## config.mk

```make
export PLATFORM = sky130hd
export DESIGN_NAME = pol_port_regs
export DESIGN_NICKNAME = d
export VERILOG_FILES = /design/src/pkg/pol_pkg.sv /design/src/design/pol_port_regs.sv
export VERILOG_INCLUDE_DIRS = /design/src /design/src/pkg
export SDC_FILE = /design/constraint.sdc
export NUM_CORES = 1
export LEC_CHECK = 0
export ABC_AREA = 1
export BUFFER_PORTS_ARGS = -buffer_cell sky130_fd_sc_hd__buf_4
export CORE_MARGIN = 1
export CORE_UTILIZATION = 52
export DETAILED_ROUTE_END_ITERATION = 8
export PLACE_DENSITY = 0.86
export SYNTH_ARGS = -nofsm -noshare
export SYNTH_HDL_FRONTEND = slang
export SYNTH_SLANG_ARGS = --single-unit
```

## constraint.sdc

```tcl
create_clock -name ref_clk -period 3.1 [get_ports ref_clk]
set_input_delay 0.62 -clock ref_clk [delete_from_list [all_inputs] [get_ports ref_clk]]
set_output_delay 0.62 -clock ref_clk [all_outputs]
set_load 0.02 [all_outputs]
```

## src/pkg/pol_defines.svh

```systemverilog
`ifndef POL_DEFINES_SVH
`define POL_DEFINES_SVH
// Register indices; byte address is four times the index
`define POL_IDX_OUT0 4'h0
`define POL_IDX_OUT1 4'h1
`define POL_IDX_LVL0 4'h2
`define POL_IDX_LVL1 4'h3
`define POL_IDX_DIR0 4'h4
`define POL_IDX_DIR1 4'h5
`define POL_IDX_RCTL 4'h6
// Reset values
`define POL_RST_OUT0 8'hFF
`define POL_RST_OUT1 7'h7F
`define POL_RST_DIRN0 8'hFF
`define POL_RST_DIRN1 7'h7F
// Field positions
`define POL_RSTPIN_BIT 6
`define POL_RESET_PIN_DISABLE_BIT 0
`endif

```

## src/pkg/pol_pkg.sv

```systemverilog
package pol_pkg;
   // Pad controls of one port
   typedef struct packed {
      logic [7:0] out;
      logic [7:0] oe_n;
      logic [7:0] pu;
   } pol_pad0_t;
   typedef struct packed {
      logic [6:0] out;
      logic [6:0] oe_n;
      logic [6:0] pu;
   } pol_pad1_t;
   // Whole block state
   typedef struct packed {
      logic wait_r;
      logic [31:0] rdata;
      logic [7:0] out0;
      logic [6:0] out1;
      logic [7:0] dirn0;
      logic [6:0] dirn1;
      logic reset_pin_disable;
      logic [7:0] pu0;
      logic [6:0] pu1;
      logic rst_req;
   } pol_state_t;
endpackage : pol_pkg

```

## src/design/pol_port_regs.sv

```systemverilog
`timescale 1ns/1ps
`include "pol_defines.svh"
module pol_port_regs
   import pol_pkg::*;
(
   input wire logic ref_clk,
   input wire logic sys_rst,
   input wire logic [5:0] avs_address,
   input wire logic avs_read,
   input wire logic avs_write,
   input wire logic [31:0] avs_writedata,
   input wire logic [3:0] avs_byteenable,
   output logic [31:0] avs_readdata,
   output logic avs_waitrequest,
   input wire logic [7:0] p0_pin_in,
   input wire logic [6:0] p1_pin_in,
   output pol_pad0_t p0_pad,
   output pol_pad1_t p1_pad,
   output logic device_reset_req
);

   // ----------------------------------------
   // State
   // ----------------------------------------
   pol_state_t s_q;
   pol_state_t s_d;
   logic [3:0] idx;
   logic req;
   logic commit;
   logic wr_lane;

   assign idx = avs_address[5:2];
   assign req = avs_read | avs_write;
   // Access completes on the second cycle of a request
   assign commit = req & ~s_q.wait_r;
   assign wr_lane = avs_write & commit & avs_byteenable[0];

   // ----------------------------------------
   // Next state
   // ----------------------------------------
   always_comb
   begin
      s_d = s_q;
      // Waitrequest drops for exactly one cycle per request
      s_d.wait_r = ~(req & s_q.wait_r);
      s_d.rdata = 32'h0000_0000;
      if (avs_read & s_q.wait_r)
      begin
         unique case (idx)
            `POL_IDX_OUT0: s_d.rdata[7:0] = s_q.out0;
            `POL_IDX_OUT1: s_d.rdata[6:0] = s_q.out1;
            // Live pins, no stored copy
            `POL_IDX_LVL0: s_d.rdata[7:0] = p0_pin_in;
            `POL_IDX_LVL1: s_d.rdata[6:0] = p1_pin_in;
            `POL_IDX_DIR0: s_d.rdata[7:0] = ~s_q.dirn0;
            `POL_IDX_DIR1: s_d.rdata[6:0] = ~s_q.dirn1;
            `POL_IDX_RCTL: s_d.rdata[`POL_RESET_PIN_DISABLE_BIT] = s_q.reset_pin_disable;
            default: s_d.rdata = 32'h0000_0000;
         endcase
      end
      else if (avs_read & commit)
      begin
         s_d.rdata = s_q.rdata;
      end
      // Writes; level registers ignore them
      if (wr_lane)
      begin
         unique case (idx)
            `POL_IDX_OUT0: s_d.out0 = avs_writedata[7:0];
            `POL_IDX_OUT1: s_d.out1 = avs_writedata[6:0];
            `POL_IDX_DIR0: s_d.dirn0 = ~avs_writedata[7:0];
            `POL_IDX_DIR1: s_d.dirn1 = ~avs_writedata[6:0];
            `POL_IDX_RCTL: s_d.reset_pin_disable = avs_writedata[`POL_RESET_PIN_DISABLE_BIT];
            default: s_d.reset_pin_disable = s_q.reset_pin_disable;
         endcase
      end
      // Pull-up only on input pins whose latch bit is one
      s_d.pu0 = s_d.out0 & s_d.dirn0;
      s_d.pu1 = s_d.out1 & s_d.dirn1;
      // Reset pin: external low, or own driver pulling low
      s_d.rst_req = ~s_q.reset_pin_disable &
         (~p1_pin_in[`POL_RSTPIN_BIT] |
          (~s_q.dirn1[`POL_RSTPIN_BIT] &
           ~s_q.out1[`POL_RSTPIN_BIT]));
   end

   // ----------------------------------------
   // Registers
   // ----------------------------------------
   // All reset forms land here; the device reset request
   // is fed back by the system to sys_rst
   always_ff @(posedge ref_clk or posedge sys_rst)
   begin
      if (sys_rst)
      begin
         s_q <= '0;
         s_q.wait_r <= 1'b1;
         s_q.out0 <= `POL_RST_OUT0;
         s_q.out1 <= `POL_RST_OUT1;
         s_q.dirn0 <= `POL_RST_DIRN0;
         s_q.dirn1 <= `POL_RST_DIRN1;
         s_q.pu0 <= `POL_RST_OUT0;
         s_q.pu1 <= `POL_RST_OUT1;
      end
      else
      begin
         s_q <= s_d;
      end
   end

   // ----------------------------------------
   // Outputs
   // ----------------------------------------
   // Driver released while a pin is an input
   assign p0_pad.out = s_q.out0;
   assign p0_pad.oe_n = s_q.dirn0;
   assign p0_pad.pu = s_q.pu0;
   assign p1_pad.out = s_q.out1;
   assign p1_pad.oe_n = s_q.dirn1;
   assign p1_pad.pu = s_q.pu1;
   assign avs_readdata = s_q.rdata;
   assign avs_waitrequest = s_q.wait_r;
   assign device_reset_req = s_q.rst_req;
endmodule : pol_port_regs

```

After elaboration in Yosys (flattened, before gate mapping) --
Index checks and enable logic that the tools add are counted.
Operators by class: equal/unequal tests 7, mux-type cells 11, bitwise gates (word level) 22, reduce and logical (&&, ||, !) cells 2
Operators with widths (number):
- $mux W32 | 2
- $pmux W6 S6 | 1
- $mux W31 | 1
- $mux W8 | 2
- $not A8 Y8 | 2
- $mux W7 | 2
- $not A7 Y7 | 2
- $eq A4 B3 Y1 const B | 3
- $and A1 B1 Y1 | 8
- $and A8 B8 Y8 | 1
- $eq A4 B2 Y1 const B | 2
- $and A7 B7 Y7 | 1
- $pmux W1 S7 | 1
- $not A1 Y1 | 6
- $eq A4 B1 Y1 const B | 1
- $logic_not A4 Y1 | 1
- $pmux W1 S3 | 1
- $ne A2 B2 Y1 const B | 1
- $or A1 B1 Y1 | 2
- $reduce_and A2 Y1 | 1
- $mux W1 | 1
Storage, ports and cells: flip-flop bits (word level) 80, input port bits 61

Longest topological paths before layout --
depth in word-level cells 6, depth in mapped cells 9, mapped depth without buffers 8

Worst setup path after synthesis --
OpenSTA, ideal clock, no wires.
kind input -> register, start in avs_write, end reg s_q, in the netlist p1_pad[0], library setup time 83 ps, data arrival time 1465 ps, required time 3017 ps, setup slack 1553 ps, stages 8, buffers on the path 1, cells stage by stage inv_1 > nor2_1 > nand2_2 > inv_1 > nand3_2 > buf_2 > o21ai_0 > nor2_1
RTL lines:
- from (decl) | line pol_port_regs.sv:10 | input wire logic avs_write,
- to (decl) | line pol_port_regs.sv:25 | pol_state_t s_q;

==> flow_metrics.tcl <==
set metrics [dict create \
    status "complete, no violations" \
    r2r_cells 6 \
    syn_inst 417 \
    yosysTopAreaCellShare_pct 36.3 \
    die_area_sq_um 6730 \
    rsz0062_at_grt "no" \
    path_cells "buf_4, nor2_4, buf_4, nand2_2, nor2_4, nand2_1, o21ai_0, nor2_1" \
    cellLeakagePower_nw 1.99 \
    setup_viol_count_final 0 \
    io-pin-count 140 \
    vias 2489 \
    crit_arrival_ns 2.02 \
    drive_above_1_share_pct 36.7 \
    antenna_cells 0 \
    setup.worst_path.start "avs_address[5]" \
    ys_seq_area_share_pct 43.8 \
    wl_microns 6920 \
    min_path_type "primary input to async pin" \
    core_sq_um 6060 \
    routabilityCongestion 0.871 \
    avgViaCountPerCell 4.74 \
    final-max-slew-violation-count 0 \
    layout.cell_area.non_filler_sq_um 3630 \
    seq_area_sq_um 1460 \
    htree_levels 2 \
    worstSetupEndpoint "p1_pad[3]" \
    cts_buffer_depth 2 \
    clock-sinks 56 \
    cp_slowest_cell "buf_4" \
    worst_slew_pin_slew_ns 0.810 \
    cts_resized 0 \
    first_global_vias 2321 \
    yosys.area.top_type "dfstp_2" \
    required_ns 3.33 \
    final_cell_mix "89 x buf_4, 85 x nand2_1, 67 x inv_1" \
    cts-root-buf "clkbuf_8" \
    path_buf_inv 2 \
    rr_endpoint "p0_pad[6]" \
    cellPowerDensity_nw_per_um2 577 \
    nNetsFinal 510 \
    ys_types 20 \
    n_fill_cell 553 \
    rrSetupSlack_ns 1.59 \
    cts_hold_buf 0 \
    ir_worst_vdd_uv 337 \
    ys_warn_count 0 \
    syn_to_final_growth_pct 9.09 \
    avgSynthCellArea_sq_um 7.98 \
    fin_crit_ns 1.79 \
    total_power_mw 2.09 \
    synthTopCellsByArea "dfstp_2 36%, buf_4 18%, nand2_1 9.6%" \
    cp-end-kind "flip-flop" \
    crit_cells 8 \
    relSlewSlack_pct 45.9 \
    start_util_pct 54.9 \
    dr.first_iter.drc_count 118 \
    min_period_over_period_pct 57.8 \
    path_clk_slew_ns 0.10 \
    routedWlPerCell_microns 13.2 \
    grt_pass1_wl_microns 10700 \
    cts_setup_buffers 0 \
    fin_skew_ns 0.0101 \
    setup_tns_ns 0 \
    grt_overflow 0 \
    post_dp_cell_area_sq_um 3530 \
    r2r-start "avs_waitrequest" \
    hold_viol_final 0 \
    die_h_microns 82.0 \
    cts_made_buffers 5 \
    cts_tree "built" \
    hpwl_microns 5350 \
    final_common_cell "buf_4" \
    drtPass1Iterations 4 \
    max_freq_mhz 558 \
    grt_max_degree 43 \
    ant_nets 0 \
    path_max_fanout 19 \
    start_kind "primary input" \
    grt_usage_pct 21.4 \
    cap_violations 0 \
    syn-cell-area_sq_um 3330 \
    cp_slowest_stage_delay_ns 0.29 \
    path_class "primary input to flip-flop" \
    clk_latency_ns 0.30 \
    antenna_found_initial 0 \
    synth.ff_latch_count 56 \
    final_util_pct 59.9 \
    drc 0 \
    die_x_microns 82.0 \
    std_cell_rows 28 \
    portBuffers 86 \
    multi_input_area_sq_um 1050 \
    cpLargestDelayFamily "simple AND/OR/NAND/NOR gates" \
]
-- worst min-delay path by stage --
stage | depth (start not counted) | end | start | slack [ns]
after floorplan | 1 | device_reset_req | s_q[16] | 0.42
after global placement | 1 | device_reset_req | s_q[16] | 0.45
after detailed placement | 1 | device_reset_req | s_q[16] | 0.44
after CTS | 1 | device_reset_req | s_q[16] | 0.46
after global routing | 2 | avs_waitrequest | avs_write | 0.46
final | 2 | s_q[16] | sys_rst | 0.47
-- synth_stat cells, drive strengths merged --
master and count:
nand2 89, buf 87, inv 69, dfstp 46
nand3 44, o21ai 35, nor2 34, dfrtp 10
conb 1, nor3 1, o21a 1
-- sequential cells by signal, indices dropped and copies added (netlist names) --
| name | cells |
|---|---|
| p1_pad | 21 |
| device_reset_req | 1 |
| avs_waitrequest | 1 |
| s_q | 1 |
| avs_readdata | 8 |
| p0_pad | 24 |
-- cell type report --
| cell class | instances | share of cell area, % |
|---|---|---|
| Multi-Input combinational cell | 228 | 29.0 |
| Timing Repair Buffer | 89 | 18.4 |
| Sequential cell | 56 | 40.2 |
| Tap cell | 75 | 2.58 |
| Inverter | 69 | 7.13 |
| Clock buffer | 8 | 2.76 |
-- cells by family after synthesis --
kind of cell,Yosys count,share of synthesized area [%]
AOI/OAI and AO/OA,36,6.39
buffers and inverters,156,27.2
DFF,56,43.8
other,1,0.113
and+or+nand+nor,168,22.5
-- metrics by stage --
stage / hold slack, ns / setup WS, ns / cells
after floorplan: 0.422 / 1.18 / 440
after detailed placement: 0.443 / 1.04 / 517
final: 0.469 / 1.31 / 525
after global placement: 0.450 / 1.07 / 517
after CTS: 0.458 / 1.36 / 525
after global routing: 0.465 / 1.18 / 525
-- layer usage --
layer / up-vias / GRT usage, % / routed length [microns]
li1: 1226 / - / -
met1: 1171 / 27.7 / 2950
met2: 87 / 36.9 / 3510
met3: 5 / 4.22 / 420
met4: 0 / 4.56 / 36
met5: - / 0 / 0
-- worst reg2reg max path, delay by kind of cell, from the launching register on --
kind | cells | cell delay [ns]
AND/OR/NAND/NOR | 4 | 0.62
AO/OA/AOI/OAI | 1 | 0.12
flip-flops | 1 | 0.58
buffers and inverters | 1 | 0.11
-- report_power, final --
group	switching, mW	internal (mW)
clock network	0.223	0.204
logic	0.393	0.251
registers	0.0864	0.937
Note: power is estimated with default switching activity, not from simulation.
